$ cat src/tsc_defines.svh
// Constants for the termination and system-enable configuration block
// Overview of operation
// RL1 - Bits 7:5 hold termination code, 12.5 to 170.0 mA, reset code 010
// RL2 - Bit 4 set selects fast-charge current divided by 20, highest priority
// RL3 - Bit 3 set, bit 4 clear, selects fast-charge current divided by 10
// RL4 - Bit 2 set, bits 4 and 3 clear, selects fast-charge current divided by 5
// RL5 - Ratio-derived thresholds are clamped between 12.5 mA and 170 mA
// RL6 - Mode 00 enables system output when regulator active and system voltage present
// RL7 - Mode 01 enables system output from the battery-side node voltage
// RL8 - Mode 10 enables output and disables isolation switch below weak-battery level
// RL9 - Mode 11 enables in regulator mode uncharged, else when node at or above weak
// RL10 - Mode 10 behaviour applies only with input supply at 0 V and monitor enabled
// RL11 - Threshold recomputed whenever this register or fast-charge current is written
`ifndef TSC_DEFINES_SVH
`define TSC_DEFINES_SVH
`define TSC_CTRL_ADDR 8'h11
`define TSC_CTRL_RESET 8'h40
`define TSC_CODE_MSB 7
`define TSC_CODE_LSB 5
`define TSC_DIV20_BIT 4
`define TSC_DIV10_BIT 3
`define TSC_DIV5_BIT 2
`define TSC_MODE_MSB 1
`define TSC_MODE_LSB 0
`define TSC_THR_MIN 16'h007d
`define TSC_THR_MAX 16'h06a4
`define TSC_CODE0 16'h007d
`define TSC_CODE1 16'h0145
`define TSC_CODE2 16'h020d
`define TSC_CODE3 16'h02d5
`define TSC_CODE4 16'h039d
`define TSC_CODE5 16'h0497
`define TSC_CODE6 16'h0591
`define TSC_CODE7 16'h06a4
`endif

$ cat src/tsc_pkg.sv
// Types for the termination and system-enable configuration block
package tsc_pkg;
    typedef enum logic [1:0]
    {
        TSC_SYS_REG = 2'b00,
        TSC_SYS_BAT = 2'b01,
        TSC_SYS_WEAK = 2'b10,
        TSC_SYS_CHG = 2'b11
    } tsc_sys_mode_t;
    typedef enum logic [1:0]
    {
        TSC_ST_IDLE = 2'b01,
        TSC_ST_LOAD = 2'b10
    } tsc_calc_state_t;
endpackage : tsc_pkg

$ cat src/tsc_threshold_calc.sv
// Termination threshold selection with ratio, clamp and registered result
`timescale 1ns/1ps
`include "tsc_defines.svh"
module tsc_threshold_calc
    import tsc_pkg::*;
#(
    parameter int CUR_W = 16
)
(
    input wire logic core_clk,
    input wire logic rst,
    input wire logic recompute,
    input wire logic [7:0] ctrl,
    input wire logic [CUR_W-1:0] fast_charge_current_dma,
    output logic [CUR_W-1:0] termination_threshold_dma,
    output logic threshold_valid
);
    tsc_calc_state_t state_ff;
    tsc_calc_state_t nxt_state;
    logic [CUR_W-1:0] thr_ff;
    logic [CUR_W-1:0] nxt_thr;
    logic [CUR_W-1:0] code_val;

    function automatic logic [CUR_W-1:0] clamp_cur(input logic [CUR_W-1:0] v);
        if (v < CUR_W'(`TSC_THR_MIN))
            clamp_cur = CUR_W'(`TSC_THR_MIN);
        else if (v > CUR_W'(`TSC_THR_MAX))
            clamp_cur = CUR_W'(`TSC_THR_MAX);
        else
            clamp_cur = v;
    endfunction : clamp_cur

    always_comb
    begin
        case (ctrl[`TSC_CODE_MSB:`TSC_CODE_LSB]) // RL1
            3'h0: code_val = CUR_W'(`TSC_CODE0);
            3'h1: code_val = CUR_W'(`TSC_CODE1);
            3'h2: code_val = CUR_W'(`TSC_CODE2);
            3'h3: code_val = CUR_W'(`TSC_CODE3);
            3'h4: code_val = CUR_W'(`TSC_CODE4);
            3'h5: code_val = CUR_W'(`TSC_CODE5);
            3'h6: code_val = CUR_W'(`TSC_CODE6);
            default: code_val = CUR_W'(`TSC_CODE7);
        endcase
    end

    always_comb
    begin
        if (ctrl[`TSC_DIV20_BIT]) // RL2
            nxt_thr = clamp_cur(CUR_W'(fast_charge_current_dma / 20)); // RL5
        else if (ctrl[`TSC_DIV10_BIT]) // RL3
            nxt_thr = clamp_cur(CUR_W'(fast_charge_current_dma / 10)); // RL5
        else if (ctrl[`TSC_DIV5_BIT]) // RL4
            nxt_thr = clamp_cur(CUR_W'(fast_charge_current_dma / 5)); // RL5
        else
            nxt_thr = code_val;
    end

    always_comb
    begin
        case (state_ff)
            TSC_ST_IDLE: nxt_state = recompute ? TSC_ST_LOAD : TSC_ST_IDLE;
            TSC_ST_LOAD: nxt_state = recompute ? TSC_ST_LOAD : TSC_ST_IDLE;
            default: nxt_state = TSC_ST_LOAD;
        endcase
    end

    always_ff @(posedge core_clk)
    begin
        if (rst)
            state_ff <= TSC_ST_LOAD;
        else
            state_ff <= nxt_state;
    end

    always_ff @(posedge core_clk)
    begin
        if (rst)
            thr_ff <= CUR_W'(`TSC_CODE2);
        else if (state_ff == TSC_ST_LOAD) // RL11
            thr_ff <= nxt_thr;
    end

    assign termination_threshold_dma = thr_ff;
    assign threshold_valid = (state_ff == TSC_ST_IDLE);

    thr_clamp_a: assert property (@(posedge core_clk) disable iff (rst) // RL5
        threshold_valid |-> (thr_ff >= CUR_W'(`TSC_THR_MIN) && thr_ff <= CUR_W'(`TSC_THR_MAX)))
        else $error("Termination threshold out of clamp range");
    div20_prio_a: assert property (@(posedge core_clk) disable iff (rst) // RL2
        (state_ff == TSC_ST_LOAD && ctrl[`TSC_DIV20_BIT])
        |=> thr_ff == clamp_cur(CUR_W'($past(fast_charge_current_dma) / 20)))
        else $error("Divide by 20 not applied");
    div10_sel_a: assert property (@(posedge core_clk) disable iff (rst) // RL3
        (state_ff == TSC_ST_LOAD && !ctrl[`TSC_DIV20_BIT] && ctrl[`TSC_DIV10_BIT])
        |=> thr_ff == clamp_cur(CUR_W'($past(fast_charge_current_dma) / 10)))
        else $error("Divide by 10 not applied");
    div5_sel_a: assert property (@(posedge core_clk) disable iff (rst) // RL4
        (state_ff == TSC_ST_LOAD && ctrl[4:2] == 3'h1)
        |=> thr_ff == clamp_cur(CUR_W'($past(fast_charge_current_dma) / 5)))
        else $error("Divide by 5 not applied");
    code_sel_a: assert property (@(posedge core_clk) disable iff (rst) // RL1
        (state_ff == TSC_ST_LOAD && ctrl[4:2] == 3'h0 && ctrl[7:5] == 3'h7)
        |=> thr_ff == CUR_W'(`TSC_CODE7))
        else $error("Termination code table mismatch");
    recompute_lat_a: assert property (@(posedge core_clk) disable iff (rst) // RL11
        recompute |=> !threshold_valid ##1 1'b1)
        else $error("Recompute did not start a load");
    clamp_hit_c: cover property (@(posedge core_clk) disable iff (rst)
        threshold_valid && thr_ff == CUR_W'(`TSC_THR_MAX));
endmodule : tsc_threshold_calc

$ cat src/tsc_config.sv
// Termination current and system-enable configuration register
`timescale 1ns/1ps
`include "tsc_defines.svh"
module tsc_config
    import tsc_pkg::*;
#(
    parameter int CUR_W = 16
)
(
    input wire logic core_clk,
    input wire logic rst,
    input wire logic [7:0] reg_addr,
    input wire logic reg_wr,
    input wire logic reg_rd,
    input wire logic [7:0] reg_wdata,
    output logic [7:0] reg_rdata,
    input wire logic [CUR_W-1:0] fast_charge_current_dma,
    input wire logic fast_charge_current_wr,
    input wire logic input_regulator_active,
    input wire logic system_voltage_ok,
    input wire logic battery_side_node_ok,
    input wire logic battery_weak,
    input wire logic charging_enabled,
    input wire logic input_supply_zero,
    input wire logic battery_monitor_enable,
    output logic [CUR_W-1:0] termination_threshold_dma,
    output logic threshold_valid,
    output logic system_enable_output,
    output logic isolation_switch_disable
);
    logic [7:0] ctrl_ff;
    logic [7:0] rdata_ff;
    logic enable_out_ff;
    logic iso_dis_ff;
    logic nxt_enable_out;
    logic nxt_iso_dis;
    logic ctrl_hit;
    logic recompute;
    logic weak_mode_armed;
    tsc_sys_mode_t sys_mode;

    assign ctrl_hit = (reg_addr == `TSC_CTRL_ADDR);
    assign sys_mode = tsc_sys_mode_t'(ctrl_ff[`TSC_MODE_MSB:`TSC_MODE_LSB]);

    always_ff @(posedge core_clk)
    begin
        if (rst)
            ctrl_ff <= `TSC_CTRL_RESET;
        else if (reg_wr && ctrl_hit)
            ctrl_ff <= reg_wdata;
    end

    always_ff @(posedge core_clk)
    begin
        if (rst)
            rdata_ff <= 8'h00;
        else if (reg_rd)
            rdata_ff <= ctrl_hit ? ctrl_ff : 8'h00;
    end
    assign reg_rdata = rdata_ff;

    // Write to the register or to the fast-charge current reloads the threshold
    assign recompute = (reg_wr && ctrl_hit) || fast_charge_current_wr; // RL11

    tsc_threshold_calc #(
        .CUR_W(CUR_W)
    ) u_calc (
        .core_clk(core_clk),
        .rst(rst),
        .recompute(recompute),
        .ctrl(ctrl_ff),
        .fast_charge_current_dma(fast_charge_current_dma),
        .termination_threshold_dma(termination_threshold_dma),
        .threshold_valid(threshold_valid)
    );

    assign weak_mode_armed = input_supply_zero && battery_monitor_enable; // RL10

    always_comb
    begin
        nxt_enable_out = 1'b0;
        nxt_iso_dis = 1'b0;
        case (sys_mode)
            TSC_SYS_REG: nxt_enable_out = input_regulator_active && system_voltage_ok; // RL6
            TSC_SYS_BAT: nxt_enable_out = battery_side_node_ok; // RL7
            TSC_SYS_WEAK:
            begin
                if (weak_mode_armed) // RL10
                begin
                    // Both actions follow the weak-battery condition
                    nxt_enable_out = battery_weak; // RL8
                    nxt_iso_dis = battery_weak; // RL8
                end
                else
                    nxt_enable_out = input_regulator_active && system_voltage_ok;
            end
            TSC_SYS_CHG:
                nxt_enable_out = charging_enabled ? battery_side_node_ok : input_regulator_active; // RL9
            default: nxt_enable_out = 1'b0;
        endcase
    end

    always_ff @(posedge core_clk)
    begin
        if (rst)
            enable_out_ff <= 1'b0;
        else
            enable_out_ff <= nxt_enable_out;
    end

    always_ff @(posedge core_clk)
    begin
        if (rst)
            iso_dis_ff <= 1'b0;
        else
            iso_dis_ff <= nxt_iso_dis;
    end

    assign system_enable_output = enable_out_ff;
    assign isolation_switch_disable = iso_dis_ff;

    mode_reg_a: assert property (@(posedge core_clk) disable iff (rst) // RL6
        (sys_mode == TSC_SYS_REG && !reg_wr) |=>
        system_enable_output == ($past(input_regulator_active) && $past(system_voltage_ok)))
        else $error("Mode 00 system enable wrong");
    mode_bat_a: assert property (@(posedge core_clk) disable iff (rst) // RL7
        (sys_mode == TSC_SYS_BAT && !reg_wr) |=> system_enable_output == $past(battery_side_node_ok))
        else $error("Mode 01 system enable wrong");
    mode_weak_a: assert property (@(posedge core_clk) disable iff (rst) // RL8
        (sys_mode == TSC_SYS_WEAK && weak_mode_armed && !reg_wr) |=>
        system_enable_output == $past(battery_weak)
        && isolation_switch_disable == $past(battery_weak))
        else $error("Mode 10 weak battery handling wrong");
    weak_gate_a: assert property (@(posedge core_clk) disable iff (rst) // RL10
        !weak_mode_armed |=> !isolation_switch_disable)
        else $error("Isolation disabled without supply absent and monitor on");
    mode_chg_a: assert property (@(posedge core_clk) disable iff (rst) // RL9
        (sys_mode == TSC_SYS_CHG && charging_enabled && !reg_wr) |=>
        system_enable_output == $past(battery_side_node_ok))
        else $error("Mode 11 charging enable wrong");
    reg_write_a: assert property (@(posedge core_clk) disable iff (rst) // RL1
        (reg_wr && ctrl_hit) |=> ctrl_ff == $past(reg_wdata) ##2 threshold_valid || reg_wr
        || fast_charge_current_wr || $past(recompute))
        else $error("Register write not taken");
    write_reload_a: assert property (@(posedge core_clk) disable iff (rst) // RL11
        fast_charge_current_wr |=> !threshold_valid)
        else $error("Fast charge write did not reload threshold");
    weak_iso_c: cover property (@(posedge core_clk) disable iff (rst)
        sys_mode == TSC_SYS_WEAK && isolation_switch_disable);
    chg_en_c: cover property (@(posedge core_clk) disable iff (rst)
        sys_mode == TSC_SYS_CHG && system_enable_output);
    rd_hit_c: cover property (@(posedge core_clk) disable iff (rst)
        reg_rd && ctrl_hit ##1 reg_rdata != 8'h00);
endmodule : tsc_config

$ cat config.mk
export PLATFORM = sky130hd
export DESIGN_NAME = tsc_config
export DESIGN_NICKNAME = d
export VERILOG_FILES = /design/src/tsc_pkg.sv /design/src/tsc_threshold_calc.sv /design/src/tsc_config.sv
export VERILOG_INCLUDE_DIRS = /design/src
export SDC_FILE = /design/constraint.sdc
export NUM_CORES = 1
export LEC_CHECK = 0
export CAP_MARGIN = 20
export CORE_ASPECT_RATIO = 0.75
export CORE_MARGIN = 1.5
export CORE_UTILIZATION = 52
export CTS_CLUSTER_SIZE = 16
export DETAILED_ROUTE_END_ITERATION = 6
export DONT_BUFFER_PORTS = 1
export HOLD_SLACK_MARGIN = 0.05
export MAX_ROUTING_LAYER = met4
export PLACE_DENSITY = 0.67
export SLEW_MARGIN = 40
export SYNTH_ARGS = -nofsm -noshare
export SYNTH_HDL_FRONTEND = slang
export SYNTH_SLANG_ARGS = --single-unit
$ cat constraint.sdc
create_clock -name core_clk -period 16.4 [get_ports core_clk]
set_input_delay 0.82 -clock core_clk [delete_from_list [all_inputs] [get_ports core_clk]]
set_output_delay 0.82 -clock core_clk [all_outputs]
set_load 0.03 [all_outputs]
# Word-level counts from Yosys, hierarchy flattened
# Index checks and enable logic that the tools add are counted.
# word_totals
register_bits	36
output_inout_bits	27
input_bits	44
# op_classes
bitwise	3
order_cmp	6
n_reduce_logical	9
n_mux	15
n_eq_ne	12
div	3
# ops
cell	n
two-way mux 16 bit	9
case mux 11 bit (7 select lines)	1
greater-than comparator 16 x 11 -> 1 bit, second input constant	3
< comparator 16 x 7 -> 1 bit, second input constant	3
divider 16 x 3 -> 32 bit, second input constant	1
divider 16 x 4 -> 32 bit, second input constant	1
divider 16 x 5 -> 32 bit, second input constant	1
equality test 3 bit, second input constant	3
equality test 8 x 5 -> 1 bit, second input constant	1
two-way mux 8 bit	1
equality test 2 bit, second input constant	3
equality test 3 x 2 -> 1 bit, second input constant	2
equality test 2 x 1 -> 1 bit, second input constant	2
case mux 1 bit (4 select lines)	1
OR reduction 2 bit	2
equality test 3 x 1 -> 1 bit, second input constant	1
logical AND 1 bit	3
zero test 3 bit	1
inverter 1 bit	3
OR reduction 3 bit	1
zero test 2 bit	1
two-way mux 1 bit	2
two-way mux 2 bit	1
logical OR 1 bit	1

# Depth between registers and ports, before layout
# Gate-level depths: netlist of the first run.
# logic_depth
ltp_word	7
ltp_mapped	50
ltp_nobuf	39

# By module
# A second synthesis of the first run with hierarchy kept.
# unflattened
cells_unflattened	1052
hier_area_um2	7123.1
# modules_own_cells
mod	area_per_inst_um2	instances	seq_area_each_um2	cells_per_inst
tsc_threshold_calc	6321.1	1	320.3	970
tsc_config	802.0	1	360.3	82

# Worst setup path after synthesis of the first run
# No wires, ideal clock.
# synth_timing
kind	input to register
start	input fast_charge_current_dma[14]
end	register u_calc.thr_ff[0], in the netlist u_calc.termination_threshold_dma[0]
slack_ns	6.012
t_arrival_ns	10.266
setup_time_ns	0.122
stages	47
required_time_ns	16.278
path_cell_list	nor2_2 > inv_1 > ha_1 > nand2b_1 > buf_6 > o21a_2 > nor2_8 > nor4_1 > or3_1 > buf_6 > or3_4 > o2111a_1 > o31ai_2 > and2_1 > buf_6 > o221a_4 > o21a_1 > buf_2 > [... 11 more ...] > nor2b_1 > nor4b_4 > buf_2 > nand2_1 > xnor2_2 > ha_1 > o2111ai_1 > and3_1 > buf_4 > and4_4 > and2_4 > buf_6 > o31ai_4 > o21ai_1 > nor4_1 > and4_1 > o21ai_1 > a221o_1
# synth_via
elab_chain_cells	7
# synth_rtl
item	line_no	rtl
start, declared	tsc_config.sv:17	input wire logic [CUR_W-1:0] fast_charge_current_dma,
divider 16 x 3 -> 32 bit	tsc_threshold_calc.sv:54	nxt_thr = clamp_cur(CUR_W'(fast_charge_current_dma / 5));
greater-than comparator 16 x 11 -> 1 bit	tsc_threshold_calc.sv:27	else if (v > CUR_W'(`TSC_THR_MAX))
two-way mux 16 bit	tsc_threshold_calc.sv:27	
two-way mux 16 bit	tsc_threshold_calc.sv:25	if (v < CUR_W'(`TSC_THR_MIN))
two-way mux 16 bit	tsc_threshold_calc.sv:53	else if (ctrl[`TSC_DIV5_BIT])
two-way mux 16 bit	tsc_threshold_calc.sv:51	else if (ctrl[`TSC_DIV10_BIT])
two-way mux 16 bit (*)	tsc_threshold_calc.sv:49	if (ctrl[`TSC_DIV20_BIT])
end signal, assigned	tsc_threshold_calc.sv:79	thr_ff <= CUR_W'(`TSC_CODE2);
end signal, assigned	tsc_threshold_calc.sv:81	thr_ff <= nxt_thr;
end, declared	tsc_threshold_calc.sv:20	logic [CUR_W-1:0] thr_ff;
# Every way passes the cells marked *; elsewhere a longest branch is shown, timed or not.
# A chain may end at the register's enable or synchronous reset.

# Worst setup path after layout of the first run
# Same ends and word-level chain as after synthesis.

==> impl_metrics.env, run 1 <==
export IMPL_outcome="finished, final reports clean"
export IMPL_post_route_cell_area_um2=7551
export IMPL_post_layout_total_power_w=0.0008692
export IMPL_num_nets_final=1090
export IMPL_pwr_share_comb_pct=75.8
export IMPL_max_vdd_ir_drop_mv=0.05468
export IMPL_dpl_cell_area_um2=7342
export IMPL_max_cap_violations=0
export IMPL_synthesis_area_per_instance_um2=6.810
export IMPL_timing_limited_maximum_frequency_mhz=75.30
export IMPL_clk_path_buf_depth=2
export IMPL_rows=37
export IMPL_tritoncts="done"
export IMPL_finalWorstPathRequiredPeriod_ps=13280
export IMPL_grt_util_met2_pct=46.20
export IMPL_netlist_top_cells_area="sky130_fd_sc_hd__dfxtp_1 9.0%, sky130_fd_sc_hd__a21oi_1 5.2%, sky130_fd_sc_hd__nand2_1 5.2%"
export IMPL_floorplan_die_height_um=107.2
export IMPL_timing_final_hold_violations=0
export IMPL_core_area_um2=13930
export IMPL_via_count_of_the_first_global_routing_pass=7666
export IMPL_crit_path_top_delay_cell="sky130_fd_sc_hd__or3_1"
export IMPL_detail_route_wl_per_cell_um=19.87
export IMPL_end_kind="flip-flop"
export IMPL_number_of_enable_flip_flop_cells_after_synthesis=0
export IMPL_timing_max_transition_violations_final=0
export IMPL_post_synth_num_cell_types=126
export IMPL_global_route_wire_length_before_repair_um=39780
export IMPL_tritoncts_num_buffers=5
export IMPL_worst_hold_path_endpoint="ctrl_ff[1]"
export IMPL_grt_util_met1_pct=47.56
export IMPL_dominantRegCellSynth="sky130_fd_sc_hd__dfxtp_1"
export IMPL_crit_path_max_incr_delay_ps=700
export IMPL_top_level_i_o_count=71
export IMPL_die_width_um=142.0
export IMPL_path_clk_slew_ps=60
export IMPL_worstHoldPathType="flip-flop to flip-flop"
export IMPL_pin_count_of_the_biggest_net_entering_global_routing=35
export IMPL_cts_hold_buffers=0
export IMPL_htreeDepth=2
export IMPL_initial_core_util_pct=54.05
export IMPL_synth_largest_type_area_fraction_pct=9.037
export IMPL_finalSetupViolCount=0
export IMPL_fin_worst_hold_slack_ps=489.7
export IMPL_cts_post_setup_buffers_inserted=0
export IMPL_numPlacedInstances=1229
export IMPL_clkLatencyLatePin_ps=280
export IMPL_seq_area_frac_synth_pct=9.037
export IMPL_global_route_usage_met3_pct=5.806
export IMPL_netSwitchingPower_w=0.0004749
export IMPL_switching_share_pct=54.63
export IMPL_crit_path_start_kind="input pin"
export IMPL_hold_path_startpoint="ctrl_ff[1]"
export IMPL_grt_setup_unrepaired="no"
export IMPL_gr_max_usage_layer="met1"
export IMPL_port_buffers=0
export IMPL_synth_async_sr_flop_share_pct=0
export IMPL_grt_remaining_overflow=0
export IMPL_hold_path_cell_count=2
export IMPL_arrival_ps=13440
export IMPL_powerDensity_nw_per_um2=115.1
export IMPL_tns_ps=0
export IMPL_worst_slew_pin_slew_ps=871.9
export IMPL_n_diodes=0
export IMPL_ctsResizeCount=0
export IMPL_via_count=8775
export IMPL_netlist_area_um2=7532
export IMPL_grt_antenna_before_repair=0
export IMPL_ys_seq_elements=34
export IMPL_setup_reg_to_reg_worst_slack_ps=14430
export IMPL_layout_cells_non_filler=1237
export IMPL_min_period_over_period_pct=80.97
export IMPL_layout_drive_gt1_share_pct=10.65
export IMPL_detailedRoute_firstIterationViolations=1031
export IMPL_synth_cells=1106
export IMPL_synth_area_leader_cell="sky130_fd_sc_hd__dfxtp_1"
export IMPL_post_dp_hpwl_um=18760
export IMPL_viasPerCell=7.094
export IMPL_timing_critical_path_fanout_max=25
export IMPL_critical_path_reg2reg_endpoint="u_calc.termination_threshold_dma[9]"
export IMPL_power_internal_w=0.0003943
export IMPL_power_sequential_fraction_pct=10.2
export IMPL_post_route_drc_count=0
export IMPL_antenna_nets_post_route=0
export IMPL_reg2reg_depth=5
export IMPL_synth_top_cells_by_count="104 x sky130_fd_sc_hd__nand2_1, 104 x sky130_fd_sc_hd__nor2_1, 79 x sky130_fd_sc_hd__a21oi_1"
export IMPL_syn_warnings=0
export IMPL_syn_to_layout_area_delta_pct=0.2491
export IMPL_max_slew_margin_pct=41.71
export IMPL_clkSinkCount=34
export IMPL_power_share_clock_pct=14.0
export IMPL_die_area_um2=15220
export IMPL_cts_root_buf="sky130_fd_sc_hd__clkbuf_16"
export IMPL_gp_congestion=0.9737
export IMPL_track_usage_pct=32.51
export IMPL_timing_clock_skew_ps=9.925
export IMPL_critical_path_rt_ps=16560
export IMPL_totalWireLength_um=24580
export IMPL_leakage_nw=2.542
export IMPL_timing_worst_setup_path_type="input pin to flip-flop"
export IMPL_worst_r2r_startpoint="u_calc.state_ff[0]"
export IMPL_first_pass_iters=7
[cell families (layout without fill, tap and decap cells)]
group	Yosys count	in the layout	share of synthesized area [%]
compound gates	392	392	38.12
xor+xnor	34	34	4.053
fa+ha+maj	7	7	1.096
buf+inv	101	36	7.525
flops	34	34	9.037
mux	15	15	2.159
other cells	1	2	0.04979
simple gates	522	522	37.96
[metal layers]
metal	up-vias	part of all wire, %
met4	0	1.8
met1	3978	47
li1	4131	-
met3	63	11
met2	603	41
met5	-	0
[power by group through the flow]
stage / Clock [W] / Sequential [W] / Combinational [W]
2_1_floorplan: 0 / 0.0000901 / 0.000527
3_3_place_gp: 0 / 0.0000907 / 0.000638
3_5_place_dp: 0 / 0.0000907 / 0.000632
4_1_cts: 0.000122 / 0.0000889 / 0.000636
5_1_grt: 0.000127 / 0.0000891 / 0.000709
6_report: 0.000122 / 0.0000889 / 0.000659
[through the flow]
stage,worst slack (ps),utilization (%)
CTS,3270,54.08
global route,2199,54.19
global placement,3350,52.63
floorplan,6012,-
finish,3121,54.19
detailed placement,3005,52.69
[cell type report]
class,count,area (um2)
Sequential cell,34,680.7
Tap cell,195,244.0
Fill cell,1398,6384
Timing Repair Buffer,4,30.03
Clock inverter,3,68.82
Multi-Input combinational cell,972,6312
Inverter,24,90.09
Clock buffer,5,125.1
[placed cells by master (no fill, tap or decap), types with 19 or more instances in the layout]
cell type                  instances
sky130_fd_sc_hd__a211oi_1         19
sky130_fd_sc_hd__nor2_1          103
sky130_fd_sc_hd__nand3_1          69
sky130_fd_sc_hd__o21ai_0          59
sky130_fd_sc_hd__nand2_1         104
sky130_fd_sc_hd__nand4_1          30
sky130_fd_sc_hd__inv_1            23
sky130_fd_sc_hd__a21oi_1          79
sky130_fd_sc_hd__dfxtp_1          34
sky130_fd_sc_hd__nor3_1           46
sky130_fd_sc_hd__xnor2_1          19
[state kept, by name, summed over array words and instances (netlist names)]
name / cells
u_calc.state_ff: 2
system_enable_output: 1
isolation_switch_disable: 1
reg_rdata: 8
u_calc.termination_threshold_dma: 14
ctrl_ff: 8
[worst max path at each step]
stage                           startpoint                                   to  slack, ps
2_1_floorplan  fast_charge_current_dma[14]  u_calc.termination_threshold_dma[0]       6010
3_3_place_gp   fast_charge_current_dma[14]  u_calc.termination_threshold_dma[0]       3350
3_5_place_dp   fast_charge_current_dma[14]  u_calc.termination_threshold_dma[0]       3010
4_1_cts        fast_charge_current_dma[14]  u_calc.termination_threshold_dma[0]       3270
5_1_grt        fast_charge_current_dma[14]  u_calc.termination_threshold_dma[0]       2200
6_report       fast_charge_current_dma[14]  u_calc.termination_threshold_dma[0]       3120
[worst max-delay path, delay by kind of cell]
family	cells	cell delay (ps)
AO/OA/AOI/OAI	16	4400
XOR/XNOR	1	310
buffers and inverters	2	390
adder cells (fa/ha/maj)	2	590
AND/OR/NAND/NOR	18	6450
multiplexers	1	410
Note: power is estimated with default switching activity, not from simulation.
==> inputs of run 2 (changes only) <==
==> constraint.sdc (replaced) <==
create_clock -name core_clk -period 13.3 [get_ports core_clk]
set_input_delay 0.665 -clock core_clk [delete_from_list [all_inputs] [get_ports core_clk]]
set_output_delay 0.665 -clock core_clk [all_outputs]
set_load 0.03 [all_outputs]
==> impl_metrics.env, run 2 (same netlist as run 1, synthesis figures left out) <==
export IMPL_finalSetupViolCount=0
export IMPL_syn_to_layout_area_delta_pct=0.6312
export IMPL_timing_final_hold_violations=0
export IMPL_multi_input_comb_area_um2=6320
export IMPL_max_slew_margin_pct=40.21
export IMPL_top_level_i_o_count=71
export IMPL_cp_top_family="simple AND/OR/NAND/NOR gates"
export IMPL_port_buffers=0
export IMPL_tritoncts_num_buffers=5
export IMPL_powerDensity_nw_per_um2=139.0
export IMPL_clkSinkCount=34
export IMPL_die_width_um=142.0
export IMPL_critical_path_rt_ps=13460
export IMPL_layout_drive_gt1_share_pct=11.06
export IMPL_die_area_um2=15220
export IMPL_numPlacedInstances=1236
export IMPL_finalWorstPathRequiredPeriod_ps=12450
export IMPL_worst_slew_pin_slew_ps=890.0
export IMPL_post_dp_hpwl_um=18360
export IMPL_layout_cells_non_filler=1244
export IMPL_max_vdd_ir_drop_mv=0.08419
export IMPL_timing_limited_maximum_frequency_mhz=80.30
export IMPL_outcome="finished, violations left"
export IMPL_tritoncts="done"
export IMPL_n_diodes=0
export IMPL_via_count=8708
export IMPL_register_area_um2=680.7
export IMPL_max_cap_violations=0
export IMPL_grt_remaining_overflow=0
export IMPL_largest_reg_flops=14
export IMPL_commonest_cells_after_routing_fill_and_taps_aside="104 x sky130_fd_sc_hd__nor2_1, 104 x sky130_fd_sc_hd__nand2_1, 79 x sky130_fd_sc_hd__a21oi_1, 68 x sky130_fd_sc_hd__nand3_1, 59 x sky130_fd_sc_hd__o21ai_0"
export IMPL_initial_core_util_pct=54.05
export IMPL_clkLatencyLatePin_ps=270
export IMPL_clk_path_buf_depth=2
export IMPL_via_count_of_the_first_global_routing_pass=7746
export IMPL_pin_count_of_the_biggest_net_entering_global_routing=35
export IMPL_detailedRoute_firstIterationViolations=1156
export IMPL_num_nets_final=1097
export IMPL_leakage_nw=2.559
export IMPL_core_area_um2=13930
export IMPL_arrival_ps=12620
export IMPL_grt_setup_unrepaired="no"
export IMPL_antenna_nets_post_route=0
export IMPL_timing_max_transition_violations_final=0
export IMPL_path_clk_slew_ps=50
export IMPL_grt_antenna_before_repair=0
export IMPL_rows=37
export IMPL_timing_clock_skew_ps=3.941
export IMPL_tns_ps=0
export IMPL_viasPerCell=7.000
export IMPL_end_kind="flip-flop"
export IMPL_cts_hold_buffers=0
export IMPL_crit_path_start_kind="input pin"
export IMPL_track_usage_pct=32.22
export IMPL_totalWireLength_um=24210
export IMPL_crit_path_top_delay_cell="sky130_fd_sc_hd__or3_1"
export IMPL_gp_congestion=0.9760
export IMPL_violations_in_the_final_reports="DRC"
export IMPL_post_route_drc_count=2
export IMPL_first_pass_iters=7
export IMPL_crit_path_max_incr_delay_ps=680
export IMPL_cts_root_buf="sky130_fd_sc_hd__clkbuf_16"
export IMPL_timing_critical_path_fanout_max=15
export IMPL_worstHoldPathType="input pin to flip-flop"
export IMPL_timing_worst_setup_path_type="input pin to flip-flop"
export IMPL_floorplan_die_height_um=107.2
export IMPL_detail_route_wl_per_cell_um=19.46
export IMPL_min_period_over_period_pct=93.63
export IMPL_fillers=1372
export IMPL_global_route_wire_length_before_repair_um=39560
export IMPL_htreeDepth=2
export IMPL_cp_buffers_inverters=1
[run 2: through the flow]
stage	setup WS [ps]	cell area [um2]	hold slack [ps]	power [W]	utilization, %
2_1_floorplan	3067	7536	463.5	0.0007611	-
3_3_place_gp	1129	7386	477.3	0.0008999	53.00
3_5_place_dp	593.9	7386	476.8	0.0008935	53.00
4_1_cts	838.0	7548	455.0	0.001026	54.17
5_1_grt	4.835	7580	450.3	0.001132	54.40
6_report	847.4	7580	459.2	0.001054	54.40
[run 2: cell type report]
type / count / area share, %
clock inverter: 1 / 0.3962
multi-input combinational: 972 / 83.38
timing repair buffer: 11 / 1.089
inverter: 24 / 1.189
sequential: 34 / 8.980
tap: 195 / 3.219
clock buffer: 7 / 1.750
[run 2: final timing paths]
path | end | cells after the start | slack, ps | startpoint
min reg2reg | ctrl_ff[1] | 2 | 490 | ctrl_ff[1]
min | reg_rdata[2] | 1 | 460 | rst
max reg2reg | u_calc.termination_threshold_dma[0] | 4 | 11370 | ctrl_ff[3]
max | u_calc.termination_threshold_dma[0] | 38 | 850 | fast_charge_current_dma[14]
[run 2: power breakdown]
part	total (W)	internal [W]	switching, W	leakage, nW
Clock	0.000128	0.0000884	0.0000400	0.0781
Combinational	0.000816	0.000282	0.000533	2.21
Sequential	0.000110	0.000104	0.00000534	0.276
Total	0.00105	0.000475	0.000578	2.56
[run 2: layer usage]
layer / vias up / part of all wire, % / track usage (%)
met1: 3991 / 47 / 46.86
met3: 61 / 9.8 / 4.779
met5: - / 0 / -
met2: 518 / 41 / 46.72
li1: 4138 / - / -
met4: 0 / 2.0 / 7.143
[run 2: repair_timing]
action                                 CTS  global route
setup endpoints to repair                0             6
resized for setup                        0             3
endpoints found under the hold margin    0             0
buffers inserted                         0             0
